## src/shared/twf_pkg.sv

```systemverilog
package twf_pkg;
  // Write FIFO geometry
  localparam int FIFO_DEPTH = 64;
  localparam int WORD_W = 32;
  localparam int LANE_W = 4;
  localparam int ALMOST_WORDS = 8;
  // Wait states allowed on a full FIFO before disconnecting
  localparam int MAX_WAITS = 8;
  // Dual-port side bits and quad-port flag bits
  localparam int DP_DUAL_BIT = 0;
  localparam int DP_BURST_BIT = 1;
  localparam int QP_DUAL_BIT = 16;
  localparam int QP_BURST_BIT = 17;
  localparam int QP_W = 18;
  localparam int PIECE_W = 16;
  // Numeric state count values
  localparam logic [2:0] CNT_IDLE = 3'h0;
  localparam logic [2:0] CNT_A1 = 3'h1;
  localparam logic [2:0] CNT_A2 = 3'h2;
  localparam logic [2:0] CNT_A3 = 3'h3;
  localparam logic [2:0] CNT_D0 = 3'h4;
  localparam logic [2:0] CNT_D1 = 3'h5;
  localparam logic [2:0] CNT_D2 = 3'h6;
  localparam logic [2:0] CNT_D3 = 3'h7;
  // Controller register offsets
  localparam logic [7:0] REG_CTRL = 8'h00;
  localparam logic [7:0] REG_STATUS = 8'h04;
  localparam logic [7:0] REG_ADDR_LO = 8'h08;
  localparam logic [7:0] REG_ADDR_HI = 8'h0C;
  localparam logic [7:0] REG_CMD = 8'h10;
  localparam logic [7:0] REG_DATA = 8'h14;
  localparam logic [7:0] REG_WORDS = 8'h18;
  localparam int CTRL_RUN = 0;
  localparam int CTRL_CLEAR = 1;
  localparam int ST_BUSY = 0;
  localparam int ST_PENDING = 1;
  localparam int ST_DONE = 2;
  localparam int ST_CNT_LSB = 4;
endpackage

```

## src/shared/twf_if.sv

```systemverilog
`timescale 1ns/100ps
`default_nettype none
interface twf_if;
  logic pending_request_n;
  logic addr_phase_en_n;
  logic wrdata_pull_en_n;
  logic final_item_n;
  logic [3:0] bus_command_word;
  logic [31:0] dp_rx_bus;
  logic [3:0] dp_rx_side;
  logic [17:0] quad_port_rx_bus;
  logic wr_fifo_empty_n;
  logic wr_fifo_almost_empty_n;
  logic [2:0] state_count;
  logic port_quad;
  logic fifo_clear_n;
  modport dev (
    output pending_request_n, final_item_n, bus_command_word, dp_rx_bus,
    output dp_rx_side, quad_port_rx_bus, wr_fifo_empty_n, state_count,
    output wr_fifo_almost_empty_n, port_quad,
    input addr_phase_en_n, wrdata_pull_en_n, fifo_clear_n
  );
  modport usr (
    input pending_request_n, final_item_n, bus_command_word, dp_rx_bus,
    input dp_rx_side, quad_port_rx_bus, wr_fifo_empty_n, state_count,
    input wr_fifo_almost_empty_n, port_quad,
    output addr_phase_en_n, wrdata_pull_en_n, fifo_clear_n
  );
endinterface
`default_nettype wire

```

## src/verilog/twf_target.sv

```systemverilog
// Behaviour
// - Single memory write posts without stop
// - Pending request starts command/address phase
// - Dual-port flags: dual bit0, burst bit1
// - New address each enabled clock, final marked
// - User pulls data only when present
// - Single dual-port access: final with data
// - Quad-port carries 16-bit pieces, LSB first
// - Quad-port flags: dual bit16, burst bit17
// - Wide base range: two address pieces
// - Quad word takes two halves, final last
// - Full FIFO: disconnect or eight waits
// - Ready asserted together with device select; held off here while the FIFO is full
// - Dual-port data with lane enables on side
// - Burst final only on last item
// - Dual-port count sequence 0,1,4,5
// - Quad-port count sequence 0..3,4..7
// - Address moves only while enabled
// - Data moves with address enable high
// - Final: to 4 after address, 0 after data
// - Idle while no request pending
// - Almost empty at eight double words
// - FIFO clear resets FIFO and count
// - FIFO holds 64 words of 32 bits
//
// Local design decisions: the APB register port and the address map.
`timescale 1ns/100ps
`default_nettype none
module twf_target #(
  parameter int DEPTH = twf_pkg::FIFO_DEPTH,
  parameter int ALMOST = twf_pkg::ALMOST_WORDS
) (
  // Clock and reset
  input wire logic pclk,
  input wire logic presetn,
  // Fabric side
  twf_if.dev link,
  // Configuration
  input wire logic quad_mode,
  input wire logic wide_base,
  input wire logic burst_stall_n,
  // Posted transaction header from the bus side
  input wire logic hdr_valid,
  output logic hdr_ready,
  input wire logic [3:0] hdr_cmd,
  input wire logic [63:0] hdr_addr,
  input wire logic hdr_dual,
  input wire logic hdr_burst,
  // Posted write data from the bus side
  input wire logic wd_valid,
  output logic wd_ready,
  input wire logic [31:0] wd_data,
  input wire logic [3:0] wd_be,
  input wire logic wd_last,
  // Bus termination hints
  input wire logic devsel_start,
  output logic trdy_n,
  output logic disconnect_req,
  output logic wait_req
);
  localparam int PW = $clog2(DEPTH);
  localparam int EW = twf_pkg::WORD_W + twf_pkg::LANE_W + 1;
  localparam logic [PW:0] DEPTH_C = (PW + 1)'(DEPTH);
  localparam logic [PW:0] ALMOST_C = (PW + 1)'(ALMOST);
  localparam logic [3:0] WAITS_C = 4'(twf_pkg::MAX_WAITS);

  typedef enum logic [7:0] {
    S_IDLE = 8'b0000_0001,
    S_A1 = 8'b0000_0010,
    S_A2 = 8'b0000_0100,
    S_A3 = 8'b0000_1000,
    S_D0 = 8'b0001_0000,
    S_D1 = 8'b0010_0000,
    S_D2 = 8'b0100_0000,
    S_D3 = 8'b1000_0000
  } twf_state_t;

  // Clear input acts as a second asynchronous reset
  logic rst_n;
  assign rst_n = presetn & link.fifo_clear_n;

  twf_state_t state_ff, nxt_state;
  logic [EW-1:0] mem [DEPTH];
  logic [PW:0] wr_ptr_ff, rd_ptr_ff, count;
  logic [3:0] cmd_ff, wait_cnt_ff;
  logic [63:0] addr_ff;
  logic dual_ff, burst_ff, held_ff, gap_ff;
  logic [EW-1:0] head;
  logic full, push, pop, addr_step, data_step, addr_last, item_final;
  logic in_addr, in_data, second_half;
  logic [1:0] piece;

  // 64 x 32 write data store
  assign count = wr_ptr_ff - rd_ptr_ff;
  assign full = (count == DEPTH_C);
  assign head = mem[rd_ptr_ff[PW-1:0]];
  assign wd_ready = !full;
  assign push = wd_valid && !full;
  assign link.wr_fifo_empty_n = (count != '0);
  assign link.wr_fifo_almost_empty_n = !(count <= ALMOST_C);

  always_ff @(posedge pclk) begin
    if (push) begin
      mem[wr_ptr_ff[PW-1:0]] <= {wd_last, wd_be, wd_data};
    end
  end

  always_ff @(posedge pclk or negedge rst_n) begin
    if (!rst_n) begin
      wr_ptr_ff <= '0;
      rd_ptr_ff <= '0;
    end else begin
      if (push) begin
        wr_ptr_ff <= wr_ptr_ff + 1'b1;
      end
      if (pop) begin
        rd_ptr_ff <= rd_ptr_ff + 1'b1;
      end
    end
  end

  // Full FIFO: stop at once, or stall up to the wait limit
  always_ff @(posedge pclk or negedge rst_n) begin
    if (!rst_n) begin
      wait_cnt_ff <= '0;
    end else if (wd_valid && full && !burst_stall_n) begin
      if (wait_cnt_ff != WAITS_C) begin
        wait_cnt_ff <= wait_cnt_ff + 1'b1;
      end
    end else begin
      wait_cnt_ff <= '0;
    end
  end
  assign wait_req = wd_valid && full && !burst_stall_n &&
    (wait_cnt_ff != WAITS_C);
  assign disconnect_req = wd_valid && full &&
    (burst_stall_n || wait_cnt_ff == WAITS_C);
  // Medium decode: ready goes with select unless the FIFO is full; no stop on single memory
  assign trdy_n = !(devsel_start && !full);

  // Header capture and request release gap
  assign hdr_ready = !held_ff && !gap_ff;
  always_ff @(posedge pclk or negedge rst_n) begin
    if (!rst_n) begin
      held_ff <= 1'b0;
      gap_ff <= 1'b0;
      cmd_ff <= '0;
      addr_ff <= '0;
      dual_ff <= 1'b0;
      burst_ff <= 1'b0;
    end else begin
      gap_ff <= 1'b0;
      if (hdr_valid && hdr_ready) begin
        held_ff <= 1'b1;
        cmd_ff <= hdr_cmd;
        addr_ff <= hdr_addr;
        dual_ff <= hdr_dual;
        burst_ff <= hdr_burst;
      end else if (data_step && item_final) begin
        held_ff <= 1'b0;
        gap_ff <= 1'b1;
      end
    end
  end
  assign link.pending_request_n = !held_ff;
  assign link.bus_command_word = cmd_ff;
  assign link.port_quad = quad_mode;

  // Sequencing
  assign in_addr = (state_ff == S_IDLE) || (state_ff == S_A1) ||
    (state_ff == S_A2) || (state_ff == S_A3);
  assign in_data = !in_addr;
  assign addr_step = held_ff && in_addr && !link.addr_phase_en_n;
  assign data_step = held_ff && in_data && link.addr_phase_en_n &&
    !link.wrdata_pull_en_n && link.wr_fifo_empty_n;
  assign second_half = (state_ff == S_D1) || (state_ff == S_D3);
  assign pop = data_step && (!quad_mode || second_half);

  always_comb begin
    case (state_ff)
      S_A1: piece = 2'd1;
      S_A2: piece = 2'd2;
      S_A3: piece = 2'd3;
      default: piece = 2'd0;
    endcase
  end

  // Pieces: dual 1 or 2; quad 1, 2 or 4 by range and width
  always_comb begin
    if (!quad_mode) begin
      addr_last = dual_ff ? (piece == 2'd1) : 1'b1;
    end else if (dual_ff) begin
      addr_last = (piece == 2'd3);
    end else if (wide_base) begin
      addr_last = (piece == 2'd1);
    end else begin
      addr_last = 1'b1;
    end
  end

  // Data final only on the last item or half of a word
  always_comb begin
    if (in_addr) begin
      item_final = addr_last;
    end else begin
      item_final = head[EW-1] && (!quad_mode || second_half);
    end
  end
  assign link.final_item_n = !(held_ff && item_final);

  always_comb begin
    nxt_state = state_ff;
    if (addr_step) begin
      case (state_ff)
        S_IDLE: nxt_state = addr_last ? S_D0 : S_A1;
        S_A1: nxt_state = addr_last ? S_D0 : S_A2;
        S_A2: nxt_state = addr_last ? S_D0 : S_A3;
        default: nxt_state = S_D0;
      endcase
    end else if (data_step) begin
      case (state_ff)
        S_D0: nxt_state = (!quad_mode && item_final) ? S_IDLE : S_D1;
        S_D1: begin
          if (item_final) begin
            nxt_state = S_IDLE;
          end else begin
            nxt_state = quad_mode ? S_D2 : S_D0;
          end
        end
        S_D2: nxt_state = S_D3;
        S_D3: nxt_state = item_final ? S_IDLE : S_D0;
        default: nxt_state = S_IDLE;
      endcase
    end
  end

  always_ff @(posedge pclk or negedge rst_n) begin
    if (!rst_n) begin
      state_ff <= S_IDLE;
    end else begin
      state_ff <= nxt_state;
    end
  end

  always_comb begin
    case (state_ff)
      S_A1: link.state_count = twf_pkg::CNT_A1;
      S_A2: link.state_count = twf_pkg::CNT_A2;
      S_A3: link.state_count = twf_pkg::CNT_A3;
      S_D0: link.state_count = twf_pkg::CNT_D0;
      S_D1: link.state_count = twf_pkg::CNT_D1;
      S_D2: link.state_count = twf_pkg::CNT_D2;
      S_D3: link.state_count = twf_pkg::CNT_D3;
      default: link.state_count = twf_pkg::CNT_IDLE;
    endcase
  end

  // Receive buses; contents are don't-care while idle, driven zero
  always_comb begin
    link.dp_rx_bus = '0;
    link.dp_rx_side = '0;
    link.quad_port_rx_bus = '0;
    if (held_ff && in_addr) begin
      link.dp_rx_bus = addr_ff[piece[0]*32 +: 32];
      link.dp_rx_side[twf_pkg::DP_DUAL_BIT] = dual_ff;
      link.dp_rx_side[twf_pkg::DP_BURST_BIT] = burst_ff;
      link.quad_port_rx_bus[twf_pkg::PIECE_W-1:0] =
        addr_ff[piece*twf_pkg::PIECE_W +: twf_pkg::PIECE_W];
      link.quad_port_rx_bus[twf_pkg::QP_DUAL_BIT] = dual_ff;
      link.quad_port_rx_bus[twf_pkg::QP_BURST_BIT] = burst_ff;
    end else if (held_ff) begin
      link.dp_rx_bus = head[twf_pkg::WORD_W-1:0];
      link.dp_rx_side = head[EW-2 -: twf_pkg::LANE_W];
      link.quad_port_rx_bus = second_half ?
        {head[EW-2 -: 2], head[31:16]} :
        {head[EW-4 -: 2], head[15:0]};
    end
  end
endmodule
`default_nettype wire

```

## src/flat_wrapper.sv

```systemverilog
// flat-port wrapper written by rule: the top's interface ports become plain ports
module twf_target_flat 
#(
  parameter int DEPTH = twf_pkg::FIFO_DEPTH,
  parameter int ALMOST = twf_pkg::ALMOST_WORDS
)
  (pclk, presetn, quad_mode, wide_base, burst_stall_n, hdr_valid, hdr_ready, hdr_cmd, hdr_addr, hdr_dual, hdr_burst, wd_valid, wd_ready, wd_data, wd_be, wd_last, devsel_start, trdy_n, disconnect_req, wait_req, link_pending_request_n, link_final_item_n, link_bus_command_word, link_dp_rx_bus, link_dp_rx_side, link_quad_port_rx_bus, link_wr_fifo_empty_n, link_state_count, link_wr_fifo_almost_empty_n, link_port_quad, link_addr_phase_en_n, link_wrdata_pull_en_n, link_fifo_clear_n);
  twf_if link_i ();
  input wire logic pclk;
  input wire logic presetn;
  input wire logic quad_mode;
  input wire logic wide_base;
  input wire logic burst_stall_n;
  input wire logic hdr_valid;
  output logic hdr_ready;
  input wire logic [3:0] hdr_cmd;
  input wire logic [63:0] hdr_addr;
  input wire logic hdr_dual;
  input wire logic hdr_burst;
  input wire logic wd_valid;
  output logic wd_ready;
  input wire logic [31:0] wd_data;
  input wire logic [3:0] wd_be;
  input wire logic wd_last;
  input wire logic devsel_start;
  output logic trdy_n;
  output logic disconnect_req;
  output logic wait_req;
  output wire logic [$bits(link_i.pending_request_n)-1:0] link_pending_request_n;
  output wire logic [$bits(link_i.final_item_n)-1:0] link_final_item_n;
  output wire logic [$bits(link_i.bus_command_word)-1:0] link_bus_command_word;
  output wire logic [$bits(link_i.dp_rx_bus)-1:0] link_dp_rx_bus;
  output wire logic [$bits(link_i.dp_rx_side)-1:0] link_dp_rx_side;
  output wire logic [$bits(link_i.quad_port_rx_bus)-1:0] link_quad_port_rx_bus;
  output wire logic [$bits(link_i.wr_fifo_empty_n)-1:0] link_wr_fifo_empty_n;
  output wire logic [$bits(link_i.state_count)-1:0] link_state_count;
  output wire logic [$bits(link_i.wr_fifo_almost_empty_n)-1:0] link_wr_fifo_almost_empty_n;
  output wire logic [$bits(link_i.port_quad)-1:0] link_port_quad;
  input wire logic [$bits(link_i.addr_phase_en_n)-1:0] link_addr_phase_en_n;
  input wire logic [$bits(link_i.wrdata_pull_en_n)-1:0] link_wrdata_pull_en_n;
  input wire logic [$bits(link_i.fifo_clear_n)-1:0] link_fifo_clear_n;
  assign link_pending_request_n = link_i.pending_request_n;
  assign link_final_item_n = link_i.final_item_n;
  assign link_bus_command_word = link_i.bus_command_word;
  assign link_dp_rx_bus = link_i.dp_rx_bus;
  assign link_dp_rx_side = link_i.dp_rx_side;
  assign link_quad_port_rx_bus = link_i.quad_port_rx_bus;
  assign link_wr_fifo_empty_n = link_i.wr_fifo_empty_n;
  assign link_state_count = link_i.state_count;
  assign link_wr_fifo_almost_empty_n = link_i.wr_fifo_almost_empty_n;
  assign link_port_quad = link_i.port_quad;
  assign link_i.addr_phase_en_n = link_addr_phase_en_n;
  assign link_i.wrdata_pull_en_n = link_wrdata_pull_en_n;
  assign link_i.fifo_clear_n = link_fifo_clear_n;
  twf_target #(.DEPTH(DEPTH), .ALMOST(ALMOST)) u_core (.pclk(pclk), .presetn(presetn), .link(link_i), .quad_mode(quad_mode), .wide_base(wide_base), .burst_stall_n(burst_stall_n), .hdr_valid(hdr_valid), .hdr_ready(hdr_ready), .hdr_cmd(hdr_cmd), .hdr_addr(hdr_addr), .hdr_dual(hdr_dual), .hdr_burst(hdr_burst), .wd_valid(wd_valid), .wd_ready(wd_ready), .wd_data(wd_data), .wd_be(wd_be), .wd_last(wd_last), .devsel_start(devsel_start), .trdy_n(trdy_n), .disconnect_req(disconnect_req), .wait_req(wait_req));
endmodule
```

## config.mk

```make
export PLATFORM = sky130hd
export DESIGN_NAME = twf_target_flat
export DESIGN_NICKNAME = d
export VERILOG_FILES = /design/src/shared/twf_pkg.sv /design/src/shared/twf_if.sv /design/src/verilog/twf_target.sv /design/src/flat_wrapper.sv
export SDC_FILE = /design/constraint.sdc
export NUM_CORES = 2
export LEC_CHECK = 0
export ABC_AREA = 1
export CAP_MARGIN = 15
export CORE_MARGIN = 2
export CORE_UTILIZATION = 35
export DETAILED_ROUTE_END_ITERATION = 7
export DONT_BUFFER_PORTS = 1
export RECOVER_POWER = 50
export SLEW_MARGIN = 5
export SYNTH_ARGS = -nofsm -noshare
export SYNTH_HDL_FRONTEND = slang
export SYNTH_SLANG_ARGS = --single-unit
export TNS_END_PERCENT = 5
```

## constraint.sdc

```tcl
create_clock -name pclk -period 4.35 [get_ports pclk]
set_clock_uncertainty 0.2 [all_clocks]
set_input_delay 0.87 -clock pclk [delete_from_list [all_inputs] [get_ports pclk]]
set_output_delay 0.87 -clock pclk [all_outputs]
set_load 0.01 [all_outputs]
```

==> results_dict.tcl <==
set metrics [dict create \
    status "complete, but fails checks" \
    violations "max-capacitance violations, max-slew violations, negative setup slack" \
    grt_overflow 0 \
    required_ps 3280 \
    tns_ps -16820 \
    power_mw 81.6 \
    start_util_pct 35.1 \
    critPathKind "reg -> out" \
    setup_slack_ps -448 \
    setup_violations 60 \
    synth_ff_type "edfxtp_1" \
    rsz0062_at_grt "yes" \
    final_cell_mix "2,368 x edfxtp_1, 1,371 x nor2_1, 1,127 x o21ai_0, 521 x nand2_1, 320 x o22ai_1" \
    ys_seq_area_share_pct 74.2 \
    path_clk_slew_ps 60 \
    vdd_drop_max_mv 0.722 \
    synth_top_cell_by_area "edfxtp_1" \
    synthesis.nets 7770 \
    place_hpwl_mm 179 \
    port_buffers 0 \
    yosys-top-cells-area "edfxtp_1 72%, o21ai_0 5.8%, nor2_1 5.5%, dfrtp_1 2.4%, nand2_1 2.1%" \
    final_nets 8040 \
    clock_sinks 2466 \
    die_h_um 536 \
    ys_ff_latch 2466 \
    synth_area_um2 99100 \
    worstMarginPinSlew_ps 3390 \
    critPathCaptureType "primary output" \
    cap_violations 39 \
    core-area_um2 282000 \
    critPathMostFrequentCell "buf_4" \
    via_per_inst 5.75 \
    slowest_delay_ps 550 \
    syn_inst 7642 \
    first_pass_iters 6 \
    fmax_ghz 0.208 \
    final_common_cell "edfxtp_1" \
    powerDensity_nw_per_um2 695 \
    ys_async_sr_fraction_pct 3.97 \
    row_count 195 \
    ios 189 \
    grt_max_degree 80 \
    gp_congestion 0.892 \
    postRouteWirelength_mm 331 \
    p_leak_nw 38.3 \
    wire_per_inst_um 27.8 \
    clock_path_buffers 3 \
    drive_above_1_share_pct 12.8 \
    layout_min_cycle_time_ps 4800 \
    post-route-drc-count 0 \
    ant_nets 0 \
    clk_latency_ps 900 \
    crit_family "buffers and inverters" \
    cts_tree "built" \
    vias 68239 \
    die_width_um 536 \
    drv_slew 2526 \
    grt_pass1_wl_mm 465 \
    ys_types 52 \
    grt_usage_pct 22.2 \
    synth_top_area_share_pct 71.7 \
    ys_warn_count 0 \
    finalCritPeriodShare_pct 110 \
    drt_iter0_markers 9386 \
    synth_edf_count 2368 \
    grt_pass1_vias 64204 \
    hold_viol 0 \
    crit_fanout 23 \
    avgSynthCellArea_um2 13.0 \
    cp-start-kind "flop" \
    slowest_stage "dfrtp_4" \
    antenna_found_initial 10 \
    synthToLayoutAreaGrowth_pct 18.3 \
    worstPathArrival_ps 3730 \
    slew_headroom_pct -126 \
    dieArea_um2 288000 \
    hp-class "in -> reg" \
    crit_chain "buf_12 > buf_16 > o21ai_0 > o211ai_1 > o211ai_1 > nand3_1 > nand3_1 > buf_4 > nand2_1 > buf_4 > nor2_2 > o21ai_4 > buf_4 > buf_4" \
    cp.buffers_inverters 6 \
    ctsRootBufferMaster "clkbuf_16" \
    cts_buffers 239 \
    cts_max_level 4 \
]
path summary, 6_finish.rpt:
| kind | from | cells past startpoint | slack, ps | end |
|---|---|---|---|---|
| max reg2reg | u_core.rd_ptr_ff[0] | 17 | 40 | u_core.mem[6][13] |
| max | u_core.rd_ptr_ff[1] | 14 | -450 | link_quad_port_rx_bus[5] |
| min reg2reg | u_core.addr_ff[61] | 1 | 310 | u_core.addr_ff[61] |
| max in group asynchronous | link_fifo_clear_n | 4 | 240 | u_core.rd_ptr_ff[2] |
| min | quad_mode | 4 | 60 | u_core.state_ff[5] |
| min in group asynchronous | presetn | 3 | 1210 | u_core.wait_cnt_ff[2] |
through the flow:
stage          hold slack, ps  instances  util (%)  cell area, um2  worst slack [ps]
2_1_floorplan             280       7642         -           99100              -463
3_3_place_gp              294      11226      37.6          106000              -114
3_5_place_dp              294      11226      37.6          106000             -79.9
4_1_cts                  9.61      11853      41.8          118000              -403
5_1_grt                  87.7      11866      41.6          117000              -554
6_report                 58.7      11877      41.6          117000              -448
where the power goes:
part | switching [mW] | internal [mW]
Sequential | 0.491 | 27.2
Clock | 9.04 | 11.6
Combinational | 22.2 | 11.0
flip-flops by register name (all words and copies together) (netlist names):
register,cells
u_core.state_ff,8
u_core.wait_cnt_ff,4
u_core.rd_ptr_ff,7
u_core.mem,2368
u_core.burst_ff,1
u_core.dual_ff,1
u_core.wr_ptr_ff,7
u_core.held_ff,1
u_core.addr_ff,64
u_core.link.bus_command_word,4
u_core.gap_ff,1
cell type report:
class	count	area (um2)
clock buffers	309	6380
fillers	25645	165000
well taps	3743	4680
repair inverters	4	82.6
repair buffers	559	7500
clock inverters	143	1390
inverters	140	631
multi-input cells	4502	23000
diodes	11	27.5
flip-flops and latches	2466	73600
cells by family after synthesis:
group                      synth area share, %
muxes                                    0.409
and+or+nand+nor                           9.77
DFF                                       74.2
AOI/OAI and AO/OA                         11.8
buffers and inverters                     3.60
xor gates and xnor gates                 0.115
adders and majority gates                0.126
metal layers:
metal,wire length (um),GRT usage [%],vias to the layer above
met5,13,0,-
met4,15200,9.05,2
met3,36400,4.68,675
met2,151000,34.6,4285
met1,129000,30.2,34363
li1,-,-,28914
worst register-to-register path, cell delays in order (launching register included):
cell	delay, ps
dfrtp_4	530
buf_12	160
buf_4	190
buf_16	190
ha_1	210
inv_1	90
nand4_1	120
o211ai_1	160
nand2_2	140
nand2_1	80
nand2_1	60
nand2_1	100
nand3b_4	250
nand2_2	140
inv_4	190
nand3_4	230
nor2_4	710
buf_4	290
what timing repair did:
item,in CTS,in global routing
pin swaps,31,16
endpoints found under the hold margin,2503,0
endpoints found under the setup margin,60,130
cloned,33,7
gates resized for setup,199,56
buffers inserted,28,6
hold buffers,115,0
synth_stat cells, types with 4 or more instances:
cell type  number
mux2_2         36
nor4_1          5
buf_4          41
dfrtp_1        97
nand2_2         4
nand3_1       333
inv_1         125
inv_2           9
a21oi_1       124
nor2_1       1443
xnor2_1         4
o22ai_1       320
o21ai_1       127
buf_8           4
xor2_1          9
buf_6          83
o21ai_0      1139
edfxtp_1     2368
nand4_1        44
nand2_1       550
clkbuf_1      230
a21o_1         12
o221ai_1      134
o211ai_1      169
ha_1           10
buf_1          19
buf_2         156
a22o_1         15
clkinv_1        4
Note: power is estimated with default switching activity, not from simulation.
